--- config.mk ---
export PLATFORM = sky130hd
export DESIGN_NAME = low_power_activity_detect
export DESIGN_NICKNAME = d
export VERILOG_FILES = /design/src/low_power_activity_detect_pkg.sv /design/src/detect_if.sv /design/src/activity_detector.sv /design/src/low_power_activity_detect.sv
export SDC_FILE = /design/constraint.sdc
export NUM_CORES = 1
export LEC_CHECK = 0
export BUFFER_PORTS_ARGS = -buffer_cell sky130_fd_sc_hd__buf_2
export CORE_MARGIN = 4
export CORE_UTILIZATION = 48
export CTS_CLUSTER_SIZE = 8
export DETAILED_ROUTE_END_ITERATION = 10
export GPL_TIMING_DRIVEN = 1
export PLACE_DENSITY = 0.77
export SLEW_MARGIN = 20
export SYNTH_ARGS = -nofsm -noshare
export SYNTH_HDL_FRONTEND = slang
export SYNTH_SLANG_ARGS = --single-unit
--- constraint.sdc ---
create_clock -name clk_sys_i -period 5.3 [get_ports clk_sys_i]
set_input_delay 0.53 -clock clk_sys_i [delete_from_list [all_inputs] [get_ports clk_sys_i]]
set_output_delay 0.53 -clock clk_sys_i [all_outputs]
set_load 0.005 [all_outputs]
--- src/low_power_activity_detect_pkg.sv ---
package low_power_activity_detect_pkg;

    // ------------------------------------------------------------------
    // Bus and data widths
    // ------------------------------------------------------------------
    localparam int ADDR_W = 8;
    localparam int DATA_W = 32;
    localparam int SAMPLE_W = 16;
    localparam int CHAN_N = 4;

    // ------------------------------------------------------------------
    // Register offsets (byte addresses)
    // ------------------------------------------------------------------
    localparam logic [ADDR_W-1:0] OFS_CTRL = 8'h00;
    localparam logic [ADDR_W-1:0] OFS_ALERT = 8'h04;
    localparam logic [ADDR_W-1:0] OFS_IRQ_STATUS = 8'h08;
    localparam logic [ADDR_W-1:0] OFS_IRQ_MASK = 8'h0C;
    localparam logic [ADDR_W-1:0] OFS_STATE = 8'h10;
    localparam logic [ADDR_W-1:0] OFS_THRESHOLD = 8'h14;
    localparam logic [ADDR_W-1:0] OFS_RECORD_CFG = 8'h18;

    // ------------------------------------------------------------------
    // Field positions
    // ------------------------------------------------------------------
    localparam int CTRL_RECORD_BIT = 0;
    localparam int CTRL_VOICE_BIT = 2;
    localparam int CTRL_ULTRA_BIT = 3;
    localparam int CTRL_DIGITAL_BIT = 4;
    localparam int ALERT_CHAN_LSB = 4;
    localparam int ALERT_MODE_LSB = 6;
    localparam int IRQ_VOICE_BIT = 0;
    localparam int IRQ_ULTRA_BIT = 1;
    localparam int IRQ_WAKE_BIT = 2;
    localparam int STATE_CHAN_LSB = 4;
    localparam int STATE_FSM_LSB = 8;

    // ------------------------------------------------------------------
    // Reset values and counts
    // ------------------------------------------------------------------
    localparam logic [SAMPLE_W-1:0] THRESHOLD_RST = 16'h0400;
    localparam logic [7:0] RECORD_CFG_RST = 8'h00;
    localparam logic [3:0] HIT_COUNT = 4'h4;

    // ------------------------------------------------------------------
    // Alert modes and bus responses
    // ------------------------------------------------------------------
    localparam logic [1:0] ALERT_IRQ = 2'h0;
    localparam logic [1:0] ALERT_WAKE = 2'h1;
    localparam logic [1:0] ALERT_BOTH = 2'h2;
    localparam logic [1:0] ALERT_QUIET = 2'h3;
    localparam logic [1:0] RESP_OKAY = 2'h0;
    localparam logic [1:0] RESP_SLVERR = 2'h2;

    typedef enum logic [2:0] {
        ST_IDLE = 3'h1,
        ST_MONITOR = 3'h2,
        ST_RECORD = 3'h4
    } low_power_activity_detect_state_type;

    // ------------------------------------------------------------------
    // Shared functions
    // ------------------------------------------------------------------
    // Magnitude of a signed sample; the most negative code saturates.
    function automatic logic [SAMPLE_W-1:0] abs_mag(input logic [SAMPLE_W-1:0] v);
        logic [SAMPLE_W-1:0] n;
        n = ~v + 16'h0001;
        if (!v[SAMPLE_W-1]) begin
            abs_mag = v;
        end else if (n[SAMPLE_W-1]) begin
            abs_mag = 16'h7FFF;
        end else begin
            abs_mag = n;
        end
    endfunction : abs_mag

    // Picks one channel out of a packed group of four.
    function automatic logic [SAMPLE_W-1:0] chan_pick(
        input logic [CHAN_N*SAMPLE_W-1:0] d, input logic [1:0] sel);
        chan_pick = d[sel*SAMPLE_W +: SAMPLE_W];
    endfunction : chan_pick

    // Merges write data into a register under the byte strobes.
    function automatic logic [DATA_W-1:0] apply_strb(
        input logic [DATA_W-1:0] old, input logic [DATA_W-1:0] wd, input logic [3:0] strb);
        for (int i = 0; i < 4; i++) begin
            old[i*8 +: 8] = strb[i] ? wd[i*8 +: 8] : old[i*8 +: 8];
        end
        apply_strb = old;
    endfunction : apply_strb

endpackage : low_power_activity_detect_pkg
--- src/detect_if.sv ---
interface detect_if;
    import low_power_activity_detect_pkg::*;

    logic [SAMPLE_W-1:0] sample;
    logic sample_valid;
    logic voice_mode;
    logic ultra_mode;
    logic [SAMPLE_W-1:0] threshold;
    logic hit;

    // Control side feeds samples and modes, detector returns hits.
    modport ctrl (output sample, sample_valid, voice_mode, ultra_mode, threshold, input hit);
    modport det (input sample, sample_valid, voice_mode, ultra_mode, threshold, output hit);
endinterface : detect_if

--- src/activity_detector.sv ---
module activity_detector
    import low_power_activity_detect_pkg::*;
(
    // Clock and reset.
    input wire logic clk_sys_i,
    input wire logic rst_n_i,
    // Detector link.
    detect_if.det det
);

    // ------------------------------------------------------------------
    // Level measure
    // ------------------------------------------------------------------
    logic [SAMPLE_W-1:0] prev_q;
    logic [3:0] run_q;
    logic [SAMPLE_W-1:0] diff;
    logic [SAMPLE_W-1:0] level;
    logic active;
    logic above;

    // Voice uses the raw magnitude; ultrasonic uses the first difference,
    // a crude high-pass that favours content near the top of the band.
    always_comb begin
        diff = det.sample - prev_q;
        level = det.ultra_mode ? abs_mag(diff) : abs_mag(det.sample);
        active = det.voice_mode || det.ultra_mode;
        above = level > det.threshold;
    end

    // ------------------------------------------------------------------
    // Dwell counter
    // ------------------------------------------------------------------
    // A hit needs HIT_COUNT loud samples in a row, which rejects clicks.
    always_ff @(posedge clk_sys_i or negedge rst_n_i) begin
        if (!rst_n_i) begin
            prev_q <= 16'h0000;
            run_q <= 4'h0;
            det.hit <= 1'b0;
        end else begin
            det.hit <= 1'b0;
            if (!active) begin
                prev_q <= 16'h0000;
                run_q <= 4'h0;
            end else if (det.sample_valid) begin
                prev_q <= det.sample;
                if (!above) begin
                    run_q <= 4'h0;
                end else if (run_q != HIT_COUNT) begin
                    run_q <= run_q + 4'h1;
                    det.hit <= (run_q == HIT_COUNT - 4'h1);
                end
            end
        end
    end

endmodule : activity_detector

--- src/low_power_activity_detect.sv ---
module low_power_activity_detect
    import low_power_activity_detect_pkg::*;
(
    // Clock and reset.
    input wire logic clk_sys_i,
    input wire logic rst_n_i,
    // AXI4-Lite write address and data.
    input wire logic [ADDR_W-1:0] s_axi_awaddr_i,
    input wire logic s_axi_awvalid_i,
    output logic s_axi_awready_o,
    input wire logic [DATA_W-1:0] s_axi_wdata_i,
    input wire logic [3:0] s_axi_wstrb_i,
    input wire logic s_axi_wvalid_i,
    output logic s_axi_wready_o,
    // AXI4-Lite write response.
    output logic [1:0] s_axi_bresp_o,
    output logic s_axi_bvalid_o,
    input wire logic s_axi_bready_i,
    // AXI4-Lite read.
    input wire logic [ADDR_W-1:0] s_axi_araddr_i,
    input wire logic s_axi_arvalid_i,
    output logic s_axi_arready_o,
    output logic [DATA_W-1:0] s_axi_rdata_o,
    output logic [1:0] s_axi_rresp_o,
    output logic s_axi_rvalid_o,
    input wire logic s_axi_rready_i,
    // Record-path samples, four channels packed, from both front ends.
    input wire logic [CHAN_N*SAMPLE_W-1:0] analog_sample_i,
    input wire logic analog_valid_i,
    input wire logic [CHAN_N*SAMPLE_W-1:0] dmic_sample_i,
    input wire logic dmic_valid_i,
    // Alerts and record control.
    output logic irq_o,
    output logic record_active_o,
    output logic [7:0] record_config_o,
    output logic monitor_active_o
);

    // ------------------------------------------------------------------
    // Register state
    // ------------------------------------------------------------------
    logic voice_detect_enable_q;
    logic ultrasonic_detect_enable_q;
    logic digital_source_q;
    logic [1:0] detect_alert_select_q;
    logic [1:0] detect_channel_select_q;
    logic [2:0] irq_status_q;
    logic [2:0] irq_mask_q;
    logic [SAMPLE_W-1:0] threshold_q;
    logic [7:0] record_cfg_q;
    logic record_q;
    low_power_activity_detect_state_type state_q;

    // ------------------------------------------------------------------
    // Bus handshake state
    // ------------------------------------------------------------------
    logic awready_q;
    logic wready_q;
    logic [ADDR_W-1:0] awaddr_q;
    logic [DATA_W-1:0] wdata_q;
    logic [3:0] wstrb_q;
    logic bvalid_q;
    logic [1:0] bresp_q;
    logic arready_q;
    logic rvalid_q;
    logic [DATA_W-1:0] rdata_q;
    logic [1:0] rresp_q;
    logic irq_q;

    logic wr_fire;
    logic [DATA_W-1:0] ctrl_word;
    logic [DATA_W-1:0] alert_word;
    logic [DATA_W-1:0] state_word;
    logic [DATA_W-1:0] merged;
    logic [DATA_W-1:0] thr_merged;
    logic voice_mode;
    logic ultra_mode;
    logic voice_hit;
    logic ultra_hit;
    logic wants_irq;
    logic wants_wake;
    logic wake_now;
    logic rec_write;

    detect_if det_bus ();

    // ------------------------------------------------------------------
    // Write channel
    // ------------------------------------------------------------------
    // Address and data are taken independently in either order; the write
    // is performed once both are held and no response is outstanding.
    assign wr_fire = !awready_q && !wready_q && !bvalid_q;

    always_ff @(posedge clk_sys_i or negedge rst_n_i) begin
        if (!rst_n_i) begin
            awready_q <= 1'b1;
            awaddr_q <= 8'h00;
        end else if (awready_q && s_axi_awvalid_i) begin
            awready_q <= 1'b0;
            awaddr_q <= s_axi_awaddr_i;
        end else if (bvalid_q && s_axi_bready_i) begin
            awready_q <= 1'b1;
        end
    end

    // Data channel holding register.
    always_ff @(posedge clk_sys_i or negedge rst_n_i) begin
        if (!rst_n_i) begin
            wready_q <= 1'b1;
            wdata_q <= 32'h0000_0000;
            wstrb_q <= 4'h0;
        end else if (wready_q && s_axi_wvalid_i) begin
            wready_q <= 1'b0;
            wdata_q <= s_axi_wdata_i;
            wstrb_q <= s_axi_wstrb_i;
        end else if (bvalid_q && s_axi_bready_i) begin
            wready_q <= 1'b1;
        end
    end

    // Response: writes to read-only or unmapped words answer SLVERR.
    always_ff @(posedge clk_sys_i or negedge rst_n_i) begin
        if (!rst_n_i) begin
            bvalid_q <= 1'b0;
            bresp_q <= RESP_OKAY;
        end else if (wr_fire) begin
            bvalid_q <= 1'b1;
            unique case (awaddr_q)
                OFS_CTRL, OFS_ALERT, OFS_IRQ_STATUS, OFS_IRQ_MASK,
                OFS_THRESHOLD, OFS_RECORD_CFG: bresp_q <= RESP_OKAY;
                default: bresp_q <= RESP_SLVERR;
            endcase
        end else if (bvalid_q && s_axi_bready_i) begin
            bvalid_q <= 1'b0;
        end
    end

    // ------------------------------------------------------------------
    // Configuration registers
    // ------------------------------------------------------------------
    always_comb begin
        ctrl_word = 32'h0000_0000;
        ctrl_word[CTRL_RECORD_BIT] = record_q;
        ctrl_word[CTRL_VOICE_BIT] = voice_detect_enable_q;
        ctrl_word[CTRL_ULTRA_BIT] = ultrasonic_detect_enable_q;
        ctrl_word[CTRL_DIGITAL_BIT] = digital_source_q;
        alert_word = 32'h0000_0000;
        alert_word[ALERT_MODE_LSB +: 2] = detect_alert_select_q;
        alert_word[ALERT_CHAN_LSB +: 2] = detect_channel_select_q;
        state_word = 32'h0000_0000;
        state_word[0] = voice_mode;
        state_word[1] = ultra_mode;
        state_word[2] = record_q;
        state_word[STATE_CHAN_LSB +: 2] = detect_channel_select_q;
        state_word[STATE_FSM_LSB +: 3] = state_q;
        merged = apply_strb(awaddr_q == OFS_CTRL ? ctrl_word : alert_word, wdata_q, wstrb_q);
        thr_merged = apply_strb({16'h0000, threshold_q}, wdata_q, wstrb_q);
    end

    // Enables, source select and alert fields.
    always_ff @(posedge clk_sys_i or negedge rst_n_i) begin
        if (!rst_n_i) begin
            voice_detect_enable_q <= 1'b0;
            ultrasonic_detect_enable_q <= 1'b0;
            digital_source_q <= 1'b0;
            detect_alert_select_q <= ALERT_IRQ;
            detect_channel_select_q <= 2'h0;
        end else if (wr_fire && awaddr_q == OFS_CTRL) begin
            voice_detect_enable_q <= merged[CTRL_VOICE_BIT];
            ultrasonic_detect_enable_q <= merged[CTRL_ULTRA_BIT];
            digital_source_q <= merged[CTRL_DIGITAL_BIT];
        end else if (wr_fire && awaddr_q == OFS_ALERT) begin
            detect_alert_select_q <= merged[ALERT_MODE_LSB +: 2];
            detect_channel_select_q <= merged[ALERT_CHAN_LSB +: 2];
        end
    end

    // Mask, threshold and the recording setup applied at wake.
    always_ff @(posedge clk_sys_i or negedge rst_n_i) begin
        if (!rst_n_i) begin
            irq_mask_q <= 3'h0;
            threshold_q <= THRESHOLD_RST;
            record_cfg_q <= RECORD_CFG_RST;
        end else if (wr_fire) begin
            if (awaddr_q == OFS_IRQ_MASK && wstrb_q[0]) begin
                irq_mask_q <= wdata_q[2:0];
            end
            if (awaddr_q == OFS_THRESHOLD) begin
                threshold_q <= thr_merged[SAMPLE_W-1:0];
            end
            if (awaddr_q == OFS_RECORD_CFG && wstrb_q[0]) begin
                record_cfg_q <= wdata_q[7:0];
            end
        end
    end

    // ------------------------------------------------------------------
    // Detector feed
    // ------------------------------------------------------------------
    // Voice takes priority if software breaks the one-mode-at-a-time
    // convention, so the two measures never mix.
    assign voice_mode = voice_detect_enable_q;
    assign ultra_mode = ultrasonic_detect_enable_q && !voice_detect_enable_q;

    always_comb begin
        det_bus.voice_mode = voice_mode;
        det_bus.ultra_mode = ultra_mode;
        det_bus.threshold = threshold_q;
        if (digital_source_q) begin
            det_bus.sample = chan_pick(dmic_sample_i, detect_channel_select_q);
            det_bus.sample_valid = dmic_valid_i;
        end else begin
            det_bus.sample = chan_pick(analog_sample_i, detect_channel_select_q);
            det_bus.sample_valid = analog_valid_i;
        end
    end

    activity_detector i_activity_detector (
        .clk_sys_i(clk_sys_i),
        .rst_n_i(rst_n_i),
        .det(det_bus)
    );

    // ------------------------------------------------------------------
    // Alert decision
    // ------------------------------------------------------------------
    always_comb begin
        voice_hit = det_bus.hit && voice_mode;
        ultra_hit = det_bus.hit && ultra_mode;
        wants_irq = detect_alert_select_q == ALERT_IRQ || detect_alert_select_q == ALERT_BOTH;
        wants_wake = detect_alert_select_q == ALERT_WAKE || detect_alert_select_q == ALERT_BOTH;
        wake_now = det_bus.hit && wants_wake && state_q == ST_MONITOR;
        rec_write = wr_fire && awaddr_q == OFS_CTRL && wstrb_q[0];
    end

    // Sticky events: a new event in the clearing cycle survives.
    always_ff @(posedge clk_sys_i or negedge rst_n_i) begin
        if (!rst_n_i) begin
            irq_status_q <= 3'h0;
        end else begin
            irq_status_q <= (irq_status_q & ~((wr_fire && awaddr_q == OFS_IRQ_STATUS
                && wstrb_q[0]) ? wdata_q[2:0] : 3'h0))
                | {wake_now, ultra_hit && wants_irq, voice_hit && wants_irq};
        end
    end

    // Interrupt level output.
    always_ff @(posedge clk_sys_i or negedge rst_n_i) begin
        if (!rst_n_i) begin
            irq_q <= 1'b0;
        end else begin
            irq_q <= |(irq_status_q & irq_mask_q);
        end
    end

    // ------------------------------------------------------------------
    // Monitor and record sequence
    // ------------------------------------------------------------------
    // Recording stays on until software clears it; a wake in the same
    // cycle as that clear keeps recording on.
    always_ff @(posedge clk_sys_i or negedge rst_n_i) begin
        if (!rst_n_i) begin
            record_q <= 1'b0;
        end else if (wake_now) begin
            record_q <= 1'b1;
        end else if (rec_write) begin
            record_q <= merged[CTRL_RECORD_BIT];
        end
    end

    // Sequencer state; monitoring ends once a wake has started recording.
    always_ff @(posedge clk_sys_i or negedge rst_n_i) begin
        if (!rst_n_i) begin
            state_q <= ST_IDLE;
        end else begin
            unique case (state_q)
                ST_IDLE: begin
                    if (voice_mode || ultra_mode) begin
                        state_q <= ST_MONITOR;
                    end
                end
                ST_MONITOR: begin
                    if (wake_now) begin
                        state_q <= ST_RECORD;
                    end else if (!voice_mode && !ultra_mode) begin
                        state_q <= ST_IDLE;
                    end
                end
                ST_RECORD: begin
                    if (!record_q) begin
                        state_q <= ST_IDLE;
                    end
                end
                default: state_q <= ST_IDLE;
            endcase
        end
    end

    // ------------------------------------------------------------------
    // Read channel
    // ------------------------------------------------------------------
    // One read at a time; data follows one cycle after the address.
    always_ff @(posedge clk_sys_i or negedge rst_n_i) begin
        if (!rst_n_i) begin
            arready_q <= 1'b1;
            rvalid_q <= 1'b0;
            rdata_q <= 32'h0000_0000;
            rresp_q <= RESP_OKAY;
        end else if (arready_q && s_axi_arvalid_i) begin
            arready_q <= 1'b0;
            rvalid_q <= 1'b1;
            rresp_q <= RESP_OKAY;
            unique case (s_axi_araddr_i)
                OFS_CTRL: rdata_q <= ctrl_word;
                OFS_ALERT: rdata_q <= alert_word;
                OFS_IRQ_STATUS: rdata_q <= {29'h0000_0000, irq_status_q};
                OFS_IRQ_MASK: rdata_q <= {29'h0000_0000, irq_mask_q};
                OFS_STATE: rdata_q <= state_word;
                OFS_THRESHOLD: rdata_q <= {16'h0000, threshold_q};
                OFS_RECORD_CFG: rdata_q <= {24'h00_0000, record_cfg_q};
                default: begin
                    rdata_q <= 32'h0000_0000;
                    rresp_q <= RESP_SLVERR;
                end
            endcase
        end else if (rvalid_q && s_axi_rready_i) begin
            rvalid_q <= 1'b0;
            arready_q <= 1'b1;
        end
    end

    // ------------------------------------------------------------------
    // Outputs
    // ------------------------------------------------------------------
    assign s_axi_awready_o = awready_q;
    assign s_axi_wready_o = wready_q;
    assign s_axi_bvalid_o = bvalid_q;
    assign s_axi_bresp_o = bresp_q;
    assign s_axi_arready_o = arready_q;
    assign s_axi_rvalid_o = rvalid_q;
    assign s_axi_rdata_o = rdata_q;
    assign s_axi_rresp_o = rresp_q;
    assign irq_o = irq_q;
    assign record_active_o = record_q;
    assign record_config_o = record_cfg_q;
    assign monitor_active_o = state_q[1];

endmodule : low_power_activity_detect

Yosys cells after proc, flatten, opt, wreduce, memory -nomap -nowiden --
Index checks and enable logic that the tools add are counted.
Storage, ports and cells: bits in registers 130, bits in latches 0, memory bits (writable) 0, bits in read-only memories 0, bits of input ports 189, output and inout bits 52, word-level logic and storage cells 158, memories kept 0
Operators by class: add/subtract/negate cells 4, $mul 0, divide/modulo/power cells 0, $lt $le $gt $ge 1, equality and inequality tests 25, shifts and indexed selects 2, muxes and demuxes 39, bitwise operators 7, reduce and logical (&&, ||, !) cells 52
Operator list (count):
- $shiftx A64 B7 Y16 | 2
- $pmux W16 S7 | 1
- $mux W16 | 5
- $mux W15 | 3
- $eq A8 B5 Y1 const B | 5
- $add A16 B1 Y16 const B | 2
- $eq A8 B4 Y1 const B | 4
- $not A16 Y16 | 2
- $logic_and A1 B1 Y1 | 22
- $eq A8 B3 Y1 const B | 2
- $gt A16 B16 Y1 | 1
- $logic_not A8 Y1 | 2
- $mux W1 | 16
- $mux W4 | 4
- $mux W8 | 2
- $sub A16 B16 Y16 | 1
- $mux W3 | 5
- $reduce_and A2 Y1 | 6
- $reduce_and A3 Y1 | 4
- $reduce_bool A2 Y1 | 6
- $pmux W3 S3 | 1
- $reduce_or A7 Y1 | 1
- $and A3 B3 Y3 | 2
- $ne A2 B2 Y1 const B | 3
- other kinds (20) | 28

Longest topological paths before layout --
depth after elaboration 12, gate-level depth with buffers 25, mapped depth without buffers 22

Modules after synthesis --
A second synthesis with hierarchy kept.
Second synthesis, totals: cell total of the unflattened synthesis 839, area, all modules 8541.9 sq um
By module, submodules not included:
- low_power_activity_detect | times used 1, cells each 395, area each 5197.5 sq um, sequential area each 2283.4 sq um
- activity_detector | times used 1, cells each 444, area each 3344.5 sq um, sequential area each 525.5 sq um

Worst setup path after synthesis --
No wires, ideal clock.
kind register to register, from register detect_channel_select_q[1], to register i_activity_detector.run_q[0], library setup time 125 ps, data arrival time 5687 ps, path slack -512 ps, cell stages (with the launch flop) 26, clock period less this slack 5812 ps, cells stage by stage dfrtp_1 -> buf_2 -> buf_2 -> buf_1 -> mux2i_1 -> ha_1 -> inv_1 -> fa_1 -> a211oi_1 -> o21ai_1 -> o31ai_1 -> mux2i_1 -> xor2_1 -> nor3b_2 -> a31oi_1 -> buf_4 -> a22oi_1 -> ha_1 -> a21o_1 -> a21oi_1 -> nor2b_1 -> o21ai_0 -> a2111oi_0 -> a21oi_1 -> o22ai_1 -> mux2_2
Between the ends: cells in the longest elaborated chain, start to end 12, elaborated cells on any way between the ends 19, classes of those cells 3 x add/sub; 1 x order compare; 1 x eq/ne; 2 x shift; 9 x mux; 2 x bitwise; 1 x reduce/logical
Ends and longest elaborated chain:
- start: declaration | line low_power_activity_detect.sv:46 | logic [1:0] detect_channel_select_q;
- start signal: assignment | line low_power_activity_detect.sv:174 | detect_channel_select_q <= merged[ALERT_CHAN_LSB +: 2];
- $shiftx A64 B7 Y16 | line low_power_activity_detect_pkg.sv:79 | chan_pick = d[sel*SAMPLE_W +: SAMPLE_W];
- $mux W16 * | line low_power_activity_detect.sv:209 | if (digital_source_q) begin
- $sub A16 B16 Y16 | line activity_detector.sv:24 | diff = det.sample - prev_q;
- $not A16 Y16 | line low_power_activity_detect_pkg.sv:66 | n = ~v + 16'h0001;
- $add A16 B1 Y16 | line low_power_activity_detect_pkg.sv:66
- $mux W15 | line low_power_activity_detect_pkg.sv:69 | end else if (n[SAMPLE_W-1]) begin
- $mux W15 | line low_power_activity_detect_pkg.sv:67 | if (!v[SAMPLE_W-1]) begin
- $mux W16 * | line activity_detector.sv:25 | level = det.ultra_mode ? abs_mag(diff) : abs_mag(det.sample);
- $gt A16 B16 Y1 * | line activity_detector.sv:27 | above = level > det.threshold;
- $mux W4 | line activity_detector.sv:46 | if (!above) begin
- $mux W4 | line activity_detector.sv:44 | end else if (det.sample_valid) begin
- $mux W4 | line activity_detector.sv:41 | if (!active) begin
- end signal: assignment | line activity_detector.sv:49 | run_q <= run_q + 4'h1;
- end: declaration | line activity_detector.sv:15 | logic [3:0] run_q;
Mark *: on every way between the ends. The rest lies on a longest branch, timed or not. The select of a mux whose other input is x is not followed. A chain may end at the register's enable or synchronous reset.

Worst setup path after layout --
from register digital_source_q, to register i_activity_detector.run_q[0]
Between the ends: cells in the longest elaborated chain, start to end 11, elaborated cells on any way between the ends 19, classes of those cells 3 x add/sub; 1 x order compare; 2 x eq/ne; 10 x mux; 2 x bitwise; 1 x reduce/logical
Ends and longest elaborated chain:
- start: declaration | line low_power_activity_detect.sv:44 | logic digital_source_q;
- start signal: assignment | line low_power_activity_detect.sv:171 | digital_source_q <= merged[CTRL_DIGITAL_BIT];
- $mux W16 | line low_power_activity_detect.sv:209
- $sub A16 B16 Y16 | line activity_detector.sv:24
- $not A16 Y16 | line low_power_activity_detect_pkg.sv:66
- $add A16 B1 Y16 | line low_power_activity_detect_pkg.sv:66
- $mux W15 | line low_power_activity_detect_pkg.sv:69
- $mux W15 | line low_power_activity_detect_pkg.sv:67
- $mux W16 | line activity_detector.sv:25
- $gt A16 B16 Y1 | line activity_detector.sv:27
- $mux W4 | line activity_detector.sv:46
- $mux W4 | line activity_detector.sv:44
- $mux W4 | line activity_detector.sv:41
Parallel ways exist; a longest one is shown, timed or not. The select of a mux whose other input is x is not followed.

==> qor.txt <==
Sequential cell area - 2810 µm²
Critical path required time - 5.55 ns
I/O Pins - 241
Fillers - 1,277
Worst reg2reg path depth - 24
Internal Pwr Total - 3280 µW
CTS max path bufs - 2
Worst-path clk slew - 0.08 ns
NetSw - 2330 µW
Final Cycle Share - 104%
Seq cells post-synth - 112
Worst Clk Skew - 0.00844 ns
Share of cells above drive strength 1 - 48.6%
Power Dens Cells - 506 nW/µm²
Slew HR - 39.1%
Initial antenna violation count - 0
Worst path cell trace - buf_12 -> mux4_2 -> mux2i_4 -> ha_2 -> inv_2 -> fa_2 -> a211oi_4 -> buf_4 -> nor2_2 -> xor2_2 -> nor3_2 -> nand4_1 -> buf_4 -> o21ai_0 -> xnor2_1 -> a22oi_2 -> ha_4 -> nand4_1 -> nor4_4 -> nor3_1 -> a21oi_1 -> buf_4 -> o22ai_2 -> mux2_4
Crit path largest cell delay - 0.54 ns
Hold WC Path Type - in2async
Setup Viol. Count Final - 4
Die area - 19,100 µm²
Highest Clock Rate - 0.181 GHz
Ys flop type - dfrtp_1
VDD IR max - 377 µV
Critical Path End Type - flip-flop
Max Slew Vio Count - 0
Place WS - -0.518 ns
Wirelength, routed - 25.7 mm
Part of the power in the clock network - 12.3%
RSZ-0062 raised after global routing - true
Synth Area per Inst - 10.2 µm²
# nets final - 1,349
Sw frac - 41.6%
CTS Sinks - 112
Total CTS buffers - 9
Worst setup margin - -0.216 ns
CP max FO - 6
WP data arrival - 5.77 ns
Clk_lat worst skew - 0.36 ns
Most common cell after layout, fill and taps aside - buf_2
Initial DRT Pass Iterations - 5
WS Path Type - reg2reg
Synth unique cells - 78
Die width - 138 µm
Routed WL per cell - 19.1 µm
Vias in the first global route - 7,867
TritonCTS clock tree - done
GRT Overall Usage - 26.0%
Crit path launch type - flip-flop
YS warnings - 0
Area of the multi-input gates - 5270 µm²
Global placer's final weighted congestion - 0.986
Post-DRT Antenna Nets - 0
Commonest non-fill, non-tap cells in the layout - buf_2, buf_4, dfrtp_1, nand2_1, mux2_2
Die Y-Extent - 138 µm
Number of synthesized flops with an enable pin - 0
Post-synthesis cell area - 8120 µm²
Final instance area - 11,100 µm²
H-tree depth - 3
Placed cell area - 10,100 µm²
Fin. Hold Viols - 0
CTS Hold Bufs - 0
Root buf cell - clkbuf_16
Worst hold slack - 0.191 ns
Residual DRC - 0
Tot Pwr - 5610 µW
Mapped Cells - 793
Site Rows - 47
PortBufs - 204
Initial DRC Count - 606
Failing checks - negative setup slack
Flop pwr share - 21.9%
Routed vias/inst - 5.71
Min Tclk post-route - 5.52 ns
Post-DP HPWL - 19.5 mm
Number of placed cells counting well taps - 1,295
Slowest CP cell - mux4_2
Post-synthesis sequential area ratio - 34.6%
Worst slew pin tran - 0.912 ns
Status - finished, violations left
Leak - 0.00509 µW
Largest net degree at the start of global routing - 64
Initial core utilization - 49.0%
Logic pwr share - 65.7%
Crit path top cell by count - buf_4
Ys async rst share - 100%
Maxcap violations - 0
Fin cells - 1,346
Remaining Overflow, GRT - 0
First-pass GRT wire length - 40.5 mm
Core ar. - 16,600 µm²
Vias - 7,682
Ant diodes - 0
Layout area overhead - 36.3%
[routing by layer]
| metal | part of all wire (%) | track usage [%] | vias to the layer above |
|---|---|---|---|
| li1 | - | - | 3556 |
| met1 | 40 | 32.4 | 3793 |
| met2 | 51 | 44.1 | 271 |
| met3 | 5.3 | 5.35 | 62 |
| met4 | 3.5 | 10.6 | 0 |
| met5 | 0 | 0 | - |
[cell usage after synthesis (15+ instances only)]
master / n / area, µm²
a211oi_1: 20 / 150
a21oi_1: 37 / 185
a22oi_1: 15 / 113
buf_4: 19 / 143
clkbuf_1: 17 / 63.8
dfrtp_1: 107 / 2680
ha_1: 38 / 475
inv_1: 54 / 203
mux2_2: 64 / 721
mux2i_1: 18 / 180
mux4_2: 23 / 518
nand2_1: 62 / 233
nand3_1: 15 / 75.1
nor2_1: 53 / 199
nor3_1: 18 / 90.1
o21ai_0: 39 / 195
xnor2_1: 22 / 193
[cells by family after synthesis]
group	Yosys count	share of synthesized area, %
adders and majority gates	39	6.10
DFF	112	34.6
and+or+nand+nor	205	12.6
xor gates and xnor gates	34	3.67
buffers and inverters	103	6.27
muxes	117	21.2
other	1	0.0462
AOI/OAI and AO/OA	182	15.5
[layout make-up]
cell class                 instances  area share [%]
multi-input combinational        595            47.6
sequential                       112            25.4
timing repair buffer             349            19.9
tap                              220            2.49
clock buffer                       9            2.03
inverter                          54            1.83
clock inverter                     7           0.723
[metrics by stage]
step | setup TNS, ns | utilization, %
2_1_floorplan | -0.108 | -
4_1_cts | -0.471 | 65.1
3_3_place_gp | -1.30 | 60.9
3_5_place_dp | -1.92 | 60.9
6_report | -0.530 | 66.8
5_1_grt | -2.19 | 66.8
[sequential cells by signal (all words and copies together), names as in the netlist, 3 cells and up]
register and count:
awaddr_q 8, state_q 3, i_activity_detector.prev_q 16, irq_status_q 3
i_activity_detector.run_q 4, s_axi_rdata_o 16, det_bus.threshold 16, wdata_q 16
irq_mask_q 3, record_config_o 8
[worst paths after layout]
check / startpoint / to / slack, ns
min reg2reg: s_axi_rdata_o[1]$_DFFE_PN0P_ / s_axi_rdata_o[1]$_DFFE_PN0P_ / 0.48
max in group asynchronous: rst_n_i / digital_source_q$_DFFE_PN0P_ / 3.78
min in group clk_sys_i: s_axi_awvalid_i / s_axi_awready_o$_DFFE_PN1P_ / 0.32
max: digital_source_q$_DFFE_PN0P_ / i_activity_detector.run_q[0]$_DFFE_PN0P_ / -0.22
min: rst_n_i / det_bus.threshold[12]$_DFFE_PN0P_ / 0.19
max reg2reg: digital_source_q$_DFFE_PN0P_ / i_activity_detector.run_q[0]$_DFFE_PN0P_ / -0.22
[critical path: cells and delay by family (launching register included)]
kind                       cells  cell delay [ns]
and+or+nand+nor                6             1.19
AOI/OAI and AO/OA              5             0.75
xor gates and xnor gates       2             0.37
DFF                            1             0.45
buffers and inverters          5             0.70
muxes                          3             1.01
adders and majority gates      3             0.92
[power groups by stage]
| stage | logic [µW] | registers [µW] | clock network [µW] |
|---|---|---|---|
| after global routing | 3990 | 1250 | 744 |
| after global placement | 2980 | 1220 | 0 |
| final | 3680 | 1230 | 692 |
| after floorplan | 1940 | 1180 | 0 |
| after detailed placement | 3060 | 1240 | 0 |
| after CTS | 3370 | 1220 | 708 |
[repair_timing]
action                                  4_1_cts  5_1_grt
setup buffers                                24       10
endpoints found under the setup margin        5        5
pin swaps                                    29       14
cloned                                        1        0
gates resized for setup                      49       31
(Power assumes the default switching activity.)
